===== src/fconv_pkg.sv =====
package fconv_pkg;
    // ***********************************************
    // register map (byte addresses, one word each)
    // ***********************************************
    localparam logic [7:0] CTRL_OFFSET = 8'h00;
    localparam logic [7:0] SRC_LO_OFFSET = 8'h04;
    localparam logic [7:0] SRC_HI_OFFSET = 8'h08;
    localparam logic [7:0] RESULT_OFFSET = 8'h0c;
    localparam logic [7:0] FLAGS_OFFSET = 8'h10;
    localparam logic [7:0] ERROR_CODE_OFFSET = 8'h14;
    localparam logic [7:0] IRQ_STATUS_OFFSET = 8'h18;
    localparam logic [7:0] IRQ_MASK_OFFSET = 8'h1c;

    // ***********************************************
    // field positions
    // ***********************************************
    localparam int CTRL_OP_LSB = 0;
    localparam int CTRL_OP_MSB = 2;
    localparam int CTRL_PULSE_BIT = 3;
    localparam int CTRL_ENABLE_BIT = 4;
    localparam int FLAG_ZERO_BIT = 0;
    localparam int FLAG_TRUNC_BIT = 1;
    localparam int FLAG_OVERFLOW_BIT = 2;
    localparam int IRQ_DONE_BIT = 0;
    localparam int IRQ_OVERFLOW_BIT = 1;
    localparam int IRQ_ERROR_BIT = 2;
    localparam int IRQ_WIDTH = 3;

    // ***********************************************
    // reset values and codes
    // ***********************************************
    localparam logic [31:0] CTRL_RESET = 32'h0000_0000;
    localparam logic [31:0] DATA_RESET = 32'h0000_0000;
    localparam logic [2:0] IRQ_MASK_RESET = 3'h0;
    localparam logic [15:0] RANGE_ERROR_CODE = 16'h2013;
    localparam logic [1:0] RESP_OKAY = 2'h0;
    localparam logic [1:0] RESP_SLVERR = 2'h2;

    // ***********************************************
    // float layouts and integer limits
    // ***********************************************
    localparam int SINGLE_BIAS = 127;
    localparam int DOUBLE_BIAS = 1023;
    localparam logic [7:0] SINGLE_EXP_ALL_ONES = 8'hff;
    localparam logic [10:0] DOUBLE_EXP_ALL_ONES = 11'h7ff;
    localparam int FRAC_POINT = 52;
    localparam logic [63:0] SHORT_POS_LIMIT = 64'h0000_0000_0000_7fff;
    localparam logic [63:0] SHORT_NEG_LIMIT = 64'h0000_0000_0000_8000;
    localparam logic [63:0] LONG_POS_LIMIT = 64'h0000_0000_7fff_ffff;
    localparam logic [63:0] LONG_NEG_LIMIT = 64'h0000_0000_8000_0000;

    // ***********************************************
    // scan timing
    // ***********************************************
    localparam int CLOCK_PERIOD_NS = 4;
    localparam int SCAN_PERIOD_NS = 1000;
    localparam int SCAN_CYCLES = (SCAN_PERIOD_NS / CLOCK_PERIOD_NS < 1) ? 1 : SCAN_PERIOD_NS / CLOCK_PERIOD_NS;

    typedef enum logic [2:0] {
        OP_SINGLE_TO_SHORT,
        OP_SINGLE_TO_LONG,
        OP_DOUBLE_TO_SHORT,
        OP_DOUBLE_TO_LONG,
        OP_SIGN_EXTEND,
        OP_NARROW
    } op_t;
endpackage


===== src/float_to_int_and_width_convert.sv =====
// The implementer's own choices: the register addresses and the AXI4-Lite register port.
`timescale 1ns/1ns
// Behaviour
// [RQ1] single source infinite or NaN: skip, raise error flag, load error code 2013
// [RQ2] single source converts to 16-bit or 32-bit integer, fraction truncated
// [RQ3] double source converts to integer by dropping the fraction
// [RQ4] narrow double conversion reads four 16-bit words, writes one word
// [RQ5] wide double conversion reads four 16-bit words, writes two words
// [RQ6] program must not name a 32-bit counter as narrow destination
// [RQ7] zero flag set when the converted integer is zero
// [RQ8] truncation flag set when a nonzero fraction was discarded
// [RQ9] overflow flag set when the integer misses the destination range
// [RQ10] narrow double range is -32768 to 32767
// [RQ11] wide double range is -2147483648 to 2147483647
// [RQ12] sign extend copies 16 bits low and bit 15 into bits 15..31
// [RQ13] sign extend exists only as a 16-bit pulse operation
// [RQ14] narrowing move keeps the sign of the 32-bit source
// [RQ15] narrowing: bit 31 to bit 15, bits 0..14 kept, 15..30 dropped
// [RQ16] double conversion inverts the four-word integer-to-double layout
// [RQ17] pulse form runs once, on the scan where enable turns on
// [RQ18] plain form runs each scan while enabled, else leaves all untouched
module float_to_int_and_width_convert #(
    parameter int SCAN_DIVIDE = fconv_pkg::SCAN_CYCLES
) (
    input wire logic clock_i,
    input wire logic rst_i,
    input wire logic awvalid_i,
    output logic awready_o,
    input wire logic [7:0] awaddr_i,
    input wire logic [2:0] awprot_i,
    input wire logic wvalid_i,
    output logic wready_o,
    input wire logic [31:0] wdata_i,
    input wire logic [3:0] wstrb_i,
    output logic bvalid_o,
    input wire logic bready_i,
    output logic [1:0] bresp_o,
    input wire logic arvalid_i,
    output logic arready_o,
    input wire logic [7:0] araddr_i,
    input wire logic [2:0] arprot_i,
    output logic rvalid_o,
    input wire logic rready_i,
    output logic [31:0] rdata_o,
    output logic [1:0] rresp_o,
    output logic zero_result_flag_o,
    output logic truncation_flag_o,
    output logic overflow_flag_o,
    output logic operation_error_flag_o,
    output logic interrupt_o
);
    import fconv_pkg::*;

    // ***********************************************
    // helpers
    // ***********************************************
    function automatic logic [31:0] apply_strobe(input logic [31:0] old_value, input logic [31:0] new_value,
                                                 input logic [3:0] strobe);
        logic [31:0] merged;
        merged = old_value;
        for (int i = 0; i < 4; i++) begin
            if (strobe[i]) begin
                merged[i*8 +: 8] = new_value[i*8 +: 8];
            end
        end
        return merged;
    endfunction

    // {overflow, truncated, value}; unbiased exponent, 53-bit mantissa with hidden bit
    function automatic logic [33:0] float_to_int(input logic sign, input logic signed [12:0] exponent,
                                                 input logic [52:0] mantissa, input logic wide);
        logic [63:0] magnitude;
        logic [63:0] lost;
        logic [63:0] limit;
        logic ovf;
        logic trunc;
        logic [31:0] value;
        magnitude = 64'h0;
        lost = 64'h0;
        ovf = 1'b0;
        trunc = 1'b0;
        value = 32'h0;
        if (exponent < 0) begin
            trunc = |mantissa;
        end else if (exponent > 13'sd32) begin
            ovf = 1'b1;
        end else begin
            magnitude = {11'h0, mantissa} >> (FRAC_POINT - int'(exponent));
            lost = {11'h0, mantissa} & ((64'h1 << (FRAC_POINT - int'(exponent))) - 64'h1);
            trunc = |lost;
        end
        if (wide) begin
            limit = sign ? LONG_NEG_LIMIT : LONG_POS_LIMIT;
        end else begin
            limit = sign ? SHORT_NEG_LIMIT : SHORT_POS_LIMIT;
        end
        if (magnitude > limit) begin
            ovf = 1'b1;
        end
        value = sign ? 32'(64'h0 - magnitude) : magnitude[31:0];
        if (!wide) begin
            value = {16'h0, value[15:0]};
        end
        return {ovf, trunc, value};
    endfunction

    // ***********************************************
    // register state
    // ***********************************************
    logic [31:0] ctrl_reg;
    logic [31:0] src_lo_reg;
    logic [31:0] src_hi_reg;
    logic [31:0] result_reg;
    logic [2:0] flags_reg;
    logic [15:0] error_code_reg;
    logic [IRQ_WIDTH-1:0] irq_status_reg;
    logic [IRQ_WIDTH-1:0] irq_mask_reg;

    // ***********************************************
    // write channel
    // ***********************************************
    logic aw_held_reg;
    logic w_held_reg;
    logic [7:0] waddr_reg;
    logic [31:0] wdata_reg;
    logic [3:0] wstrb_reg;
    logic do_write;
    logic write_mapped;

    assign do_write = aw_held_reg && w_held_reg && !bvalid_o;
    assign write_mapped = (waddr_reg[7:5] == 3'h0) && (waddr_reg[1:0] == 2'h0);

    always_ff @(posedge clock_i) begin
        if (rst_i) begin
            aw_held_reg <= 1'b0;
            awready_o <= 1'b1;
            waddr_reg <= 8'h0;
        end else if (awvalid_i && awready_o) begin
            aw_held_reg <= 1'b1;
            awready_o <= 1'b0;
            waddr_reg <= awaddr_i;
        end else if (do_write) begin
            aw_held_reg <= 1'b0;
        end else if (bvalid_o && bready_i) begin
            awready_o <= 1'b1;
        end
    end

    always_ff @(posedge clock_i) begin
        if (rst_i) begin
            w_held_reg <= 1'b0;
            wready_o <= 1'b1;
            wdata_reg <= 32'h0;
            wstrb_reg <= 4'h0;
        end else if (wvalid_i && wready_o) begin
            w_held_reg <= 1'b1;
            wready_o <= 1'b0;
            wdata_reg <= wdata_i;
            wstrb_reg <= wstrb_i;
        end else if (do_write) begin
            w_held_reg <= 1'b0;
        end else if (bvalid_o && bready_i) begin
            wready_o <= 1'b1;
        end
    end

    always_ff @(posedge clock_i) begin
        if (rst_i) begin
            bvalid_o <= 1'b0;
            bresp_o <= RESP_OKAY;
        end else if (do_write) begin
            bvalid_o <= 1'b1;
            bresp_o <= write_mapped ? RESP_OKAY : RESP_SLVERR;
        end else if (bvalid_o && bready_i) begin
            bvalid_o <= 1'b0;
        end
    end

    // ***********************************************
    // read channel
    // ***********************************************
    always_ff @(posedge clock_i) begin
        if (rst_i) begin
            arready_o <= 1'b1;
            rvalid_o <= 1'b0;
            rdata_o <= 32'h0;
            rresp_o <= RESP_OKAY;
        end else if (arvalid_i && arready_o) begin
            arready_o <= 1'b0;
            rvalid_o <= 1'b1;
            rresp_o <= RESP_OKAY;
            unique case (araddr_i)
                CTRL_OFFSET: rdata_o <= ctrl_reg;
                SRC_LO_OFFSET: rdata_o <= src_lo_reg;
                SRC_HI_OFFSET: rdata_o <= src_hi_reg;
                RESULT_OFFSET: rdata_o <= result_reg;
                FLAGS_OFFSET: rdata_o <= {29'h0, flags_reg};
                ERROR_CODE_OFFSET: rdata_o <= {16'h0, error_code_reg};
                IRQ_STATUS_OFFSET: rdata_o <= {29'h0, irq_status_reg};
                IRQ_MASK_OFFSET: rdata_o <= {29'h0, irq_mask_reg};
                default: begin
                    rdata_o <= 32'h0;
                    rresp_o <= RESP_SLVERR;
                end
            endcase
        end else if (rvalid_o && rready_i) begin
            rvalid_o <= 1'b0;
            arready_o <= 1'b1;
        end
    end

    // ***********************************************
    // software-written registers
    // ***********************************************
    always_ff @(posedge clock_i) begin
        if (rst_i) begin
            ctrl_reg <= CTRL_RESET;
            src_lo_reg <= DATA_RESET;
            src_hi_reg <= DATA_RESET;
            irq_mask_reg <= IRQ_MASK_RESET;
        end else if (do_write) begin
            unique case (waddr_reg)
                CTRL_OFFSET: ctrl_reg <= apply_strobe(ctrl_reg, wdata_reg, wstrb_reg) & 32'h0000_001f;
                SRC_LO_OFFSET: src_lo_reg <= apply_strobe(src_lo_reg, wdata_reg, wstrb_reg);
                SRC_HI_OFFSET: src_hi_reg <= apply_strobe(src_hi_reg, wdata_reg, wstrb_reg);
                IRQ_MASK_OFFSET: irq_mask_reg <= wstrb_reg[0] ? wdata_reg[IRQ_WIDTH-1:0] : irq_mask_reg;
                default: begin
                end
            endcase
        end
    end

    // ***********************************************
    // scan divider and enable edge
    // ***********************************************
    logic [$clog2(SCAN_DIVIDE+1)-1:0] scan_count_reg;
    logic scan_tick_reg;
    logic enable_prev_reg;
    op_t op;
    logic pulse_form;
    logic execute;

    always_ff @(posedge clock_i) begin
        if (rst_i) begin
            scan_count_reg <= '0;
            scan_tick_reg <= 1'b0;
        end else if (scan_count_reg == ($clog2(SCAN_DIVIDE+1))'(SCAN_DIVIDE - 1)) begin
            scan_count_reg <= '0;
            scan_tick_reg <= 1'b1;
        end else begin
            scan_count_reg <= scan_count_reg + 1'b1;
            scan_tick_reg <= 1'b0;
        end
    end

    assign op = op_t'(ctrl_reg[CTRL_OP_MSB:CTRL_OP_LSB]);
    // sign extend has no plain form, so it is always edge triggered
    assign pulse_form = ctrl_reg[CTRL_PULSE_BIT] || (op == OP_SIGN_EXTEND); // [RQ13]
    assign execute = scan_tick_reg && ctrl_reg[CTRL_ENABLE_BIT]
                     && (!pulse_form || !enable_prev_reg); // [RQ17] [RQ18]

    // edge seen only at scan boundaries, like a program scan sampling its contact
    always_ff @(posedge clock_i) begin
        if (rst_i) begin
            enable_prev_reg <= 1'b0;
        end else if (scan_tick_reg) begin
            enable_prev_reg <= ctrl_reg[CTRL_ENABLE_BIT];
        end
    end

    // ***********************************************
    // conversion datapath
    // ***********************************************
    logic [63:0] double_src;
    logic [33:0] single_conv;
    logic [33:0] double_conv;
    logic single_range_error;
    logic double_special;
    logic [12:0] single_exp;
    logic [12:0] double_exp;

    // four 16-bit words, lowest word first, same layout integer-to-double writes
    assign double_src = {src_hi_reg, src_lo_reg}; // [RQ4] [RQ5] [RQ16]
    assign single_exp = 13'(signed'({5'h0, src_lo_reg[30:23]}) - 13'(SINGLE_BIAS));
    assign double_exp = 13'(signed'({2'h0, double_src[62:52]}) - 13'(DOUBLE_BIAS));
    assign single_range_error = (src_lo_reg[30:23] == SINGLE_EXP_ALL_ONES); // [RQ1]
    assign double_special = (double_src[62:52] == DOUBLE_EXP_ALL_ONES);

    // zero exponent field (zero and subnormal) falls below one and truncates to zero
    assign single_conv = float_to_int(src_lo_reg[31], (src_lo_reg[30:23] == 8'h0) ? -13'sd1 : signed'(single_exp),
                                      {(src_lo_reg[30:23] != 8'h0), src_lo_reg[22:0], 29'h0},
                                      op == OP_SINGLE_TO_LONG); // [RQ2]
    assign double_conv = float_to_int(double_src[63], (double_src[62:52] == 11'h0) ? -13'sd1 : signed'(double_exp),
                                      {(double_src[62:52] != 11'h0), double_src[51:0]},
                                      op == OP_DOUBLE_TO_LONG); // [RQ3] [RQ10] [RQ11]

    // ***********************************************
    // execution: result, flags, error code
    // ***********************************************
    logic [33:0] chosen_conv;
    logic float_op;
    logic error_now;
    logic overflow_now;

    assign float_op = (op == OP_SINGLE_TO_SHORT) || (op == OP_SINGLE_TO_LONG)
                      || (op == OP_DOUBLE_TO_SHORT) || (op == OP_DOUBLE_TO_LONG);
    assign chosen_conv = (op == OP_DOUBLE_TO_SHORT || op == OP_DOUBLE_TO_LONG) ? double_conv : single_conv;
    assign error_now = execute && (op == OP_SINGLE_TO_SHORT || op == OP_SINGLE_TO_LONG) && single_range_error;
    // infinite or NaN double sources have no error code; they report overflow instead
    assign overflow_now = execute && float_op && !error_now
                          && (chosen_conv[33] || (double_special && op inside {OP_DOUBLE_TO_SHORT, OP_DOUBLE_TO_LONG}));

    always_ff @(posedge clock_i) begin
        if (rst_i) begin
            result_reg <= DATA_RESET;
        end else if (execute) begin
            unique case (op)
                OP_SINGLE_TO_SHORT, OP_SINGLE_TO_LONG, OP_DOUBLE_TO_SHORT, OP_DOUBLE_TO_LONG: begin
                    // an out-of-range result leaves the destination as it was
                    if (!error_now && !overflow_now) begin
                        result_reg <= chosen_conv[31:0]; // [RQ2] [RQ3] [RQ4] [RQ5]
                    end
                end
                OP_SIGN_EXTEND: result_reg <= {{16{src_lo_reg[15]}}, src_lo_reg[15:0]}; // [RQ12]
                OP_NARROW: result_reg <= {16'h0, src_lo_reg[31], src_lo_reg[14:0]}; // [RQ14] [RQ15]
                default: begin
                end
            endcase
        end
    end

    always_ff @(posedge clock_i) begin
        if (rst_i) begin
            flags_reg <= 3'h0;
        end else if (execute && float_op && !error_now) begin
            flags_reg[FLAG_ZERO_BIT] <= !overflow_now && (chosen_conv[31:0] == 32'h0); // [RQ7]
            flags_reg[FLAG_TRUNC_BIT] <= chosen_conv[32]; // [RQ8]
            flags_reg[FLAG_OVERFLOW_BIT] <= overflow_now; // [RQ9]
        end
    end

    always_ff @(posedge clock_i) begin
        if (rst_i) begin
            error_code_reg <= 16'h0;
        end else if (error_now) begin
            error_code_reg <= RANGE_ERROR_CODE; // [RQ1]
        end
    end

    // ***********************************************
    // interrupt status: sticky, write one to clear
    // ***********************************************
    logic [IRQ_WIDTH-1:0] irq_set;
    logic [IRQ_WIDTH-1:0] irq_clear;

    assign irq_set = {error_now, overflow_now, execute && !error_now};
    assign irq_clear = (do_write && waddr_reg == IRQ_STATUS_OFFSET && wstrb_reg[0])
                       ? wdata_reg[IRQ_WIDTH-1:0] : '0;

    // a set in the clearing cycle wins so no event is lost
    always_ff @(posedge clock_i) begin
        if (rst_i) begin
            irq_status_reg <= '0;
        end else begin
            irq_status_reg <= (irq_status_reg & ~irq_clear) | irq_set;
        end
    end

    // ***********************************************
    // registered outputs
    // ***********************************************
    always_ff @(posedge clock_i) begin
        if (rst_i) begin
            zero_result_flag_o <= 1'b0;
            truncation_flag_o <= 1'b0;
            overflow_flag_o <= 1'b0;
            operation_error_flag_o <= 1'b0;
            interrupt_o <= 1'b0;
        end else begin
            zero_result_flag_o <= flags_reg[FLAG_ZERO_BIT];
            truncation_flag_o <= flags_reg[FLAG_TRUNC_BIT];
            overflow_flag_o <= flags_reg[FLAG_OVERFLOW_BIT];
            operation_error_flag_o <= irq_status_reg[IRQ_ERROR_BIT];
            interrupt_o <= |(irq_status_reg & irq_mask_reg);
        end
    end
endmodule


===== config.mk =====
export PLATFORM = sky130hd
export DESIGN_NAME = float_to_int_and_width_convert
export DESIGN_NICKNAME = d
export VERILOG_FILES = /design/src/fconv_pkg.sv /design/src/float_to_int_and_width_convert.sv
export SDC_FILE = /design/constraint.sdc
export NUM_CORES = 1
export LEC_CHECK = 0
export ABC_AREA = 1
export ABC_CLOCK_PERIOD_IN_PS = 8500
export BUFFER_PORTS_ARGS = -buffer_cell sky130_fd_sc_hd__buf_4
export CORE_ASPECT_RATIO = 0.8
export CORE_UTILIZATION = 40
export DETAILED_ROUTE_END_ITERATION = 7
export PLACE_DENSITY = 0.66
export SLEW_MARGIN = 5
export SYNTH_ARGS = -nofsm -noshare
export SYNTH_HDL_FRONTEND = slang
export SYNTH_SLANG_ARGS = --single-unit

===== constraint.sdc =====
create_clock -name clock_i -period 8.5 [get_ports clock_i]
set_clock_uncertainty 0.05 [all_clocks]
set_input_delay 1.275 -clock clock_i [delete_from_list [all_inputs] [get_ports clock_i]]
set_output_delay 1.275 -clock clock_i [all_outputs]
set_load 0.03 [all_outputs]

==> results by stage, run 1 <==
Setup path:
- The endpoint identified for the worst register-to-register timing path is flags_reg[0]$_SDFFE_PP0P_.
- STA classifies the critical path endpoint as a register.
- The critical path contains buffers and inverters numbering 7 combined.
- The origin of the critical flop-to-flop path is src_hi_reg[20]$_SDFFE_PP0P_.
- The delay of the slowest critical-path stage is 500 ps.
- STA puts the critical path data required time at ~8900 ps.
- The arrival time of data at the critical path endpoint is 8320 ps.
- The gate family responsible for the most delay along the worst path is simple AND/OR/NAND/NOR gates.
- The flop-to-flop setup slack is 600 ps.
- Measured in cells, the most critical reg-to-reg path has a length of 48.
- Along the worst path, the maximum fanout reaches 52.
- The worst setup path is launched from a register.
- The cell with the largest stage delay on the worst path is sky130_fd_sc_hd__dfxtp_1.
- By instance count, the cell type seen most on the critical path is sky130_fd_sc_hd__nand2_1.
- The worst setup path is of the register to register kind.

Clock network:
- The maximum buffer depth of the clock tree is 3.
- The master cell of the clock root buffer is sky130_fd_sc_hd__clkbuf_16.
- CTS built an H-tree with a depth of 1.
- Post-CTS timing repair inserted 0 buffers for setup.
- For this design, the sink count on the clock tree is 211.
- The count of hold-fix buffers inserted at cts is 0.
- TritonCTS built the clock tree.
- The clock insertion delay at the later pin of the skew report is 530 ps.
- The clock transition at the register clock pins on the worst setup and hold paths after CTS is 60 ps.
- The number of buffers inserted during clock tree synthesis is 23.

Route:
- The via total after detailed routing is a little under 30000.
- The detailed router's first-iteration violation count is between 4000 and 5000.
- After detailed routing, the number of vias per cell comes to 6.01.
- The detailed-route wire length is 101 mm.
- The number of routed nets with antenna violations is 0.
- The average routed wire per standard cell is between 20 and 25 um.
- The first detailed-routing pass ran for 8 iterations.
- After detailed routing, the number of remaining DRC violations is 0.

Synthesis:
- In the synthesized netlist the dominant register cell turns out to be sky130_fd_sc_hd__dfxtp_1.
- The number of warnings printed during yosys synthesis is 0.
- In the synthesized netlist the async set-or-reset flop fraction comes to 0%.
- The cell count after synthesis is about 4000.
- The share of synthesized area in the top cell type comes to 18.9%.
- The flop and latch count out of synthesis is roughly 210.
- The most frequent cell after synthesis is sky130_fd_sc_hd__nand2_1.
- The cell taking the most area after synthesis is sky130_fd_sc_hd__nand2_1.
- The number of synthesized flops with an enable pin is 0.
- Dividing the synthesized area by the synthesized cell count gives 5.57 um^2.
- Counting distinct cell types in the post-synthesis netlist gives 63.
- The share of the yosys chip area belonging to registers is 18.7%.
- The area of the mapped netlist is 0.0226 mm^2.
- After synthesis, the cell types taking the most area are sky130_fd_sc_hd__nand2_1 (19%), sky130_fd_sc_hd__dfxtp_1 (19%), sky130_fd_sc_hd__nand3_1 (16%).
- Ranked by instance count, the synthesized netlist is headed by sky130_fd_sc_hd__nand2_1 (1137), sky130_fd_sc_hd__nand3_1 (738), sky130_fd_sc_hd__nor2_1 (410), sky130_fd_sc_hd__inv_1 (290), sky130_fd_sc_hd__a21oi_1 (229).

Layout:
- The post-synthesis to final-layout area growth is 8.69%.
- The final layout contains roughly 4200 nets.
- After filler insertion, the fill cell instance count of the layout stands at between 6000 and 7000.
- The proportion of layout cells with a drive suffix above 1 is 8.54%.
- Registers take 0.00423 mm^2.
- Summing all multi-input logic gate instances after layout gives about 0.016 mm^2.

GRT:
- The busiest layer in global routing is met1.
- The first global-routing pass estimated 151 mm of wire.
- The pin count of the biggest net entering global routing is about 110.
- Global routing used 33.7% of the available tracks.
- The number of antenna violations at the first check in global routing is 6.
- The via count of the first global-routing pass is 25100.
- In the global route stage, met1 resource usage came out at 48.3%.
- The met2 usage in global routing is between 40% and 50%.
- The met3 capacity usage during global routing is 9.97%.
- For this run the aggregate overflow at the end of global routing stands at 0.

STA:
- Setup violations remaining at the end of the flow were counted as 0.
- The clock period minus final worst setup slack is 7900 ps.
- The number of failing hold endpoints at the final stage is 0.
- The worst slew margin relative to its limit is 20.3%.
- The number of pins with negative max-slew slack in the final report is 0.
- Based on the critical path, the design can be clocked at up to ~130 MHz.
- Setup repair after global routing left no endpoint under its margin.
- For the pin with the worst max-slew slack, the measured transition is 1180 ps.
- The fraction of the cycle the final worst path needs is between 90 and 100%.
- For the final routed database, the setup TNS stands at 0 ps.

Placement:
- The number of input and output port buffers inserted is 102.
- The final RePlAce weighted congestion is slightly above 1.
- The sum of net half-perimeters after detailed placement is 77.3 mm.

Floorplan:
- Pin placement for this block handled 111 I/O pins.
- The cell row count is 77.
- The overall die width is 268 um.
- Once the floorplan was initialized, standard cells occupied roughly two fifths of the core.
- From bottom edge to top edge, the die measures 215 um.
- The floorplan step defined a die boundary enclosing 0.0575 mm^2.
- The core region is 0.0556 mm^2.

Power:
- The highest ir drop seen on vdd is 158 uV.
- In this run the static leakage power is 12.3 nW.
- The power per cell area is 96.2 mW/mm^2.
- The design draws about 0.0024 W.

Worst hold path:
- The source of the worst hold timing path is wstrb_reg[1]$_SDFFE_PP0P_.
- The sink of the worst hold path is wstrb_reg[1]$_SDFFE_PP0P_.
- The worst min-delay path category is register to register.
- Counting instances, the worst hold path has a depth of 2.

Flow run:
- Across the run, the number of max-cap violations was 0.

Status:
- The flow ran to the end, and the final reports show no timing, DRC or antenna violations.
[worst max-delay path by stage]
| stage | start | endpoint | depth (start not counted) |
|---|---|---|---|
| final | src_hi_reg[20]$_SDFFE_PP0P_ | flags_reg[0]$_SDFFE_PP0P_ | 48 |
| after global routing | src_hi_reg[20]$_SDFFE_PP0P_ | flags_reg[0]$_SDFFE_PP0P_ | 48 |
| after CTS | src_hi_reg[20]$_SDFFE_PP0P_ | flags_reg[0]$_SDFFE_PP0P_ | 48 |
| after detailed placement | src_hi_reg[20]$_SDFFE_PP0P_ | flags_reg[0]$_SDFFE_PP0P_ | 48 |
| after global placement | src_hi_reg[20]$_SDFFE_PP0P_ | flags_reg[0]$_SDFFE_PP0P_ | 48 |
| after floorplan | src_hi_reg[20]$_SDFFE_PP0P_ | result_reg[12]$_SDFFE_PP0P_ | 45 |
[report_power, final]
group,internal [W],switching [W]
Sequential,0.00101,0.0000204
Clock,0.000618,0.000427
Combinational,0.0000847,0.000202
Total,0.00172,0.000649
[cells in the final DEF (no fill, tap or decap), types with 25 or more instances in the layout]
cell type / synthesis / routed
sky130_fd_sc_hd__a21oi_1: 229 / 229
sky130_fd_sc_hd__buf_4: 10 / 156
sky130_fd_sc_hd__clkbuf_16: 0 / 25
sky130_fd_sc_hd__dfxtp_1: 211 / 209
sky130_fd_sc_hd__ha_1: 79 / 78
sky130_fd_sc_hd__inv_1: 290 / 288
sky130_fd_sc_hd__inv_2: 39 / 40
sky130_fd_sc_hd__nand2_1: 1137 / 1137
sky130_fd_sc_hd__nand2_2: 29 / 29
sky130_fd_sc_hd__nand3_1: 738 / 738
sky130_fd_sc_hd__nand4_1: 151 / 151
sky130_fd_sc_hd__nor2_1: 410 / 410
sky130_fd_sc_hd__nor2_2: 29 / 29
sky130_fd_sc_hd__nor3_1: 54 / 54
sky130_fd_sc_hd__o21ai_0: 203 / 203
sky130_fd_sc_hd__o21ai_1: 30 / 30
sky130_fd_sc_hd__o221ai_1: 25 / 25
[logic make-up (layout without fill, tap and decap cells)]
family          Yosys count  after routing  share of synthesized area [%]
compound gates          583            583                           14.6
xor+xnor                 17             17                          0.757
fa+ha+maj                79             79                           4.37
buf+inv                 561            534                           10.1
flops                   211            211                           18.7
other cells               1              8                         0.0166
simple gates           2614           2614                           51.5
[layout make-up]
class,instances,area share [%]
clock buffers,28,2.58
multi-input cells,3295,65.6
flip-flops and latches,211,17.2
well taps,750,3.82
diodes,6,0.0610
repair buffers,160,5.06
clock inverters,9,0.534
inverters,337,5.15
[tightest hold or removal path: cells and delay by family, from the launching register on]
family                 cells  cell delay, ps
DFF                        1             300
buffers and inverters      1              60
AOI/OAI and AO/OA          1              60
[stage by stage]
stage | cell area, um^2 | hold WS (ps) | util [%] | std cells | setup WS, ps
2_1_floorplan | 22600 | 366 | - | 4067 | 2600
3_3_place_gp | 23800 | 397 | 42.8 | 4751 | 961
3_5_place_dp | 23800 | 405 | 42.8 | 4751 | 888
4_1_cts | 24500 | 414 | 44.2 | 4788 | 856
5_1_grt | 24600 | 435 | 44.2 | 4790 | 12.0
6_report | 24600 | 409 | 44.2 | 4796 | 603
[timing repair]
action | 4_1_cts | 5_1_grt
setup endpoints to repair | 0 | 2
hold endpoints to repair | 0 | 0
gates resized for setup | 0 | 4
[metal layers]
metal / routed length [um] / part of all wire, %
met1: 42900 / 43
met2: 39900 / 40
met3: 14100 / 14
met4: 3740 / 3.7
met5: 0 / 0
Power figures use the tool's default switching activity.
==> run 2: changes to the inputs <==
--- a/config.mk
+++ b/config.mk
@@ -6,13 +6,12 @@
 export NUM_CORES = 1
 export LEC_CHECK = 0
 export ABC_AREA = 1
-export ABC_CLOCK_PERIOD_IN_PS = 8500
+export ABC_CLOCK_PERIOD_IN_PS = 8300
 export BUFFER_PORTS_ARGS = -buffer_cell sky130_fd_sc_hd__buf_4
 export CORE_ASPECT_RATIO = 0.8
 export CORE_UTILIZATION = 40
 export DETAILED_ROUTE_END_ITERATION = 7
 export PLACE_DENSITY = 0.66
-export SLEW_MARGIN = 5
 export SYNTH_ARGS = -nofsm -noshare
 export SYNTH_HDL_FRONTEND = slang
 export SYNTH_SLANG_ARGS = --single-unit
==> constraint.sdc (replaced) <==
create_clock -name clock_i -period 8.3 [get_ports clock_i]
set_clock_uncertainty 0.05 [all_clocks]
set_input_delay 1.245 -clock clock_i [delete_from_list [all_inputs] [get_ports clock_i]]
set_output_delay 1.245 -clock clock_i [all_outputs]
set_load 0.03 [all_outputs]
==> results by stage, run 2 (synthesized netlist as in run 1, its figures left out) <==
Status:
- The run finished with clean final reports.

Clock network:
- Clock-pin slew was measured on the worst setup and hold paths at 60 ps.
- Clock tree synthesis found a total of approximately 210 sinks.
- TritonCTS built the clock tree.
- The master cell of the clock root buffer is sky130_fd_sc_hd__clkbuf_16.
- The number of buffers inserted during clock tree synthesis is 24.
- The level count of the clock H-tree is 1.
- The longest clock path from root to sink contains 3 buffers.
- The clock reaches the later pin of the worst-skew pair after 530 ps.
- The count of hold-fix buffers inserted at cts is 0.

Setup path:
- STA classifies the critical path startpoint as a register.
- The flop-to-flop setup slack is 570 ps.
- Following the worst setup path forward leads to its endpoint at flags_reg[0]$_SDFFE_PP0P_.
- The cell that appears most often on the critical path is sky130_fd_sc_hd__nand2_1.
- The cell with the largest stage delay on the worst path is sky130_fd_sc_hd__a2111oi_0.
- The endpoint identified for the worst register-to-register timing path is flags_reg[0]$_SDFFE_PP0P_.
- The data required time at the worst endpoint is roughly 8700 ps.
- For the worst flop-to-flop path, the logic depth is 49.
- The nature of the critical path endpoint is a register.
- The startpoint identified for the worst register-to-register timing path is src_hi_reg[21]$_SDFFE_PP0P_.
- The largest single stage delay on the critical path is 420 ps.
- The timing startpoint of the critical path is src_hi_reg[21]$_SDFFE_PP0P_.
- The arrival time of data at the critical path endpoint is 8140 ps.
- The critical path start-end classification is register to register.
- Along the worst path, the maximum fanout reaches 58.

Placement:
- Summed over all nets, the half-perimeter wirelength after detailed placement is 77.2 mm.
- The final RePlAce weighted congestion is a little over 1.
- The number of input and output port buffers inserted is 102.
- The number of placed instances, taps included, is 4762.

Route:
- The via total after detailed routing is 28800.
- The detailed-route wire length is 99.8 mm.
- The detail route stage leaves a number of antenna-violating nets equal to 0.
- After detailed routing, the average wire length per cell comes to 20.8 um.
- The first detailed-routing pass took 6 iterations.
- The detailed router's first-iteration violation count is about 4400.
- In the routed layout, each cell is associated on average with a via count of between 5 and 6.
- For this run, design rule violations remaining after detail routing come to 0.

Worst hold path:
- The worst min-delay path category is register to register.

STA:
- Setup repair after global routing left no endpoint under its margin.
- The number of failing hold endpoints at the final stage is 0.
- After layout, the worst path uses 93.1% of the clock period.
- Based on the critical path, the design can be clocked at up to 129 MHz.
- The worst slew margin relative to its limit is 16.1%.
- The clock period minus final worst setup slack is 7730 ps.
- The count of endpoints failing setup in the final report is 0.
- The final-layout setup total negative slack is 0 ps.
- The transition at the pin with the smallest max-transition slack is 1250 ps.
- The number of pins with negative max-slew slack in the final report was 0.

Floorplan:
- The overall die width is 268 um.
- The total area inside the core boundary comes to 0.0556 mm^2.
- In this run the count of I/O pins placed on the die edge is 111.
- The floorplan step defined a die boundary enclosing 0.0575 mm^2.
- The vertical die dimension is 215 um.
- Once the floorplan was initialized, standard cells occupied 40.7% of the core.
- After floorplanning, the core was divided into 77 placement rows.

Layout:
- The flip-flop and latch area is 0.00423 mm^2.
- The filler cells instantiated in the layout total 6185.
- The multi-input combinational cell area is 0.0161 mm^2.
- Leaving out fill and tap cells, the most frequent cells in the layout are sky130_fd_sc_hd__nand2_1 (1137), sky130_fd_sc_hd__nand3_1 (738), sky130_fd_sc_hd__nor2_1 (410), sky130_fd_sc_hd__inv_1 (288), sky130_fd_sc_hd__a21oi_1 (229).
- In the final layout, the share of cells above drive strength 1 is under 10%.
- The number of nets in the layout is between 4000 and 5000.
- The final standard cell count with taps included and fillers excluded is roughly 4800.
- The post-synthesis to final-layout area growth is 9.02%.
- The leading cell type in the layout, fill and taps excluded is sky130_fd_sc_hd__nand2_1.

GRT:
- The first-pass GRT wire length is 150 mm.
- Entering global routing, the biggest net connects 98 pins.
- The via count of the first global-routing pass came to roughly 25000.
- The number of antenna violations at the first check in global routing is 7.
- The residual overflow from global routing is 0.
- In the global route stage, overall resource usage came out at 33.6%.

Power:
- The power per cell area is 96.6 mW/mm^2.
- The worst-case IR drop observed on VDD is 154 uV.
- For this design the static power due to leakage is 12.4 nW.

Flow run:
- Max-cap violations in this run came to 0.
-- run 2: cell types whose count changed in the layout (fill, tap and decap cells not counted), sizes merged --
cell | previous run | this run
bufinv | 3 | 1
diode | 6 | 2
buf | 158 | 174
clkbuf | 30 | 33
-- run 2: per-stage QoR --
stage / setup slack, ps / cell area [um^2] / hold slack, ps / power, W / util [%]
2_1_floorplan: 2400 / 22600 / 366 / 0.00127 / -
3_3_place_gp: 758 / 23900 / 393 / 0.00137 / 42.9
3_5_place_dp: 727 / 23900 / 401 / 0.00137 / 42.9
4_1_cts: 692 / 24600 / 411 / 0.00238 / 44.3
5_1_grt: 50.7 / 24700 / 431 / 0.00246 / 44.4
6_report: 570 / 24700 / 413 / 0.00238 / 44.4
-- run 2: worst max-delay path, delay by kind of cell, from the launching register on --
kind	cells	cell delay (ps)
AOI/OAI and AO/OA	5	1250
adders and majority gates	3	640
and+or+nand+nor	34	4570
buffers and inverters	7	790
DFF	1	350
-- run 2: repair_timing --
| item | 4_1_cts | 5_1_grt |
|---|---|---|
| gates resized for setup | 0 | 2 |
| buffers inserted | 0 | 5 |
| endpoints found under the setup margin | 0 | 1 |
-- run 2: metal layers --
layer	share of wire, %	vias up	GRT usage, %
li1	-	13700	-
met1	43	13100	47.9
met2	39	1725	47.0
met3	14	290	10.3
met4	3.9	8	11.6
met5	0.058	-	0
-- run 2: layout make-up --
cell class | count | area share (%)
multi-input cells | 3295 | 65.4
flip-flops and latches | 211 | 17.1
repair buffers | 174 | 5.41
inverters | 337 | 5.13
well taps | 750 | 3.80
clock buffers | 33 | 2.78
clock inverters | 7 | 0.274
diodes | 2 | 0.0203
-- run 2: how the worst min path moves through the flow --
stage                                   start                      endpoint  slack, ps  cells after the start
floorplan           flags_reg[1]$_SDFFE_PP0P_  truncation_flag_o$_SDFF_PP0_        370                      2
global placement    wstrb_reg[3]$_SDFFE_PP0P_     wstrb_reg[3]$_SDFFE_PP0P_        390                      2
detailed placement  flags_reg[1]$_SDFFE_PP0P_  truncation_flag_o$_SDFF_PP0_        400                      2
CTS                 wstrb_reg[3]$_SDFFE_PP0P_     wstrb_reg[3]$_SDFFE_PP0P_        410                      2
global route         rdata_o[29]$_SDFFE_PP0P_      rdata_o[29]$_SDFFE_PP0P_        430                      2
finish              wstrb_reg[3]$_SDFFE_PP0P_     wstrb_reg[3]$_SDFFE_PP0P_        410                      2
-- run 2: power breakdown --
group	internal, W	switching, W
sequential	0.00104	0.0000207
clock	0.000606	0.000424
combinational	0.0000887	0.000205
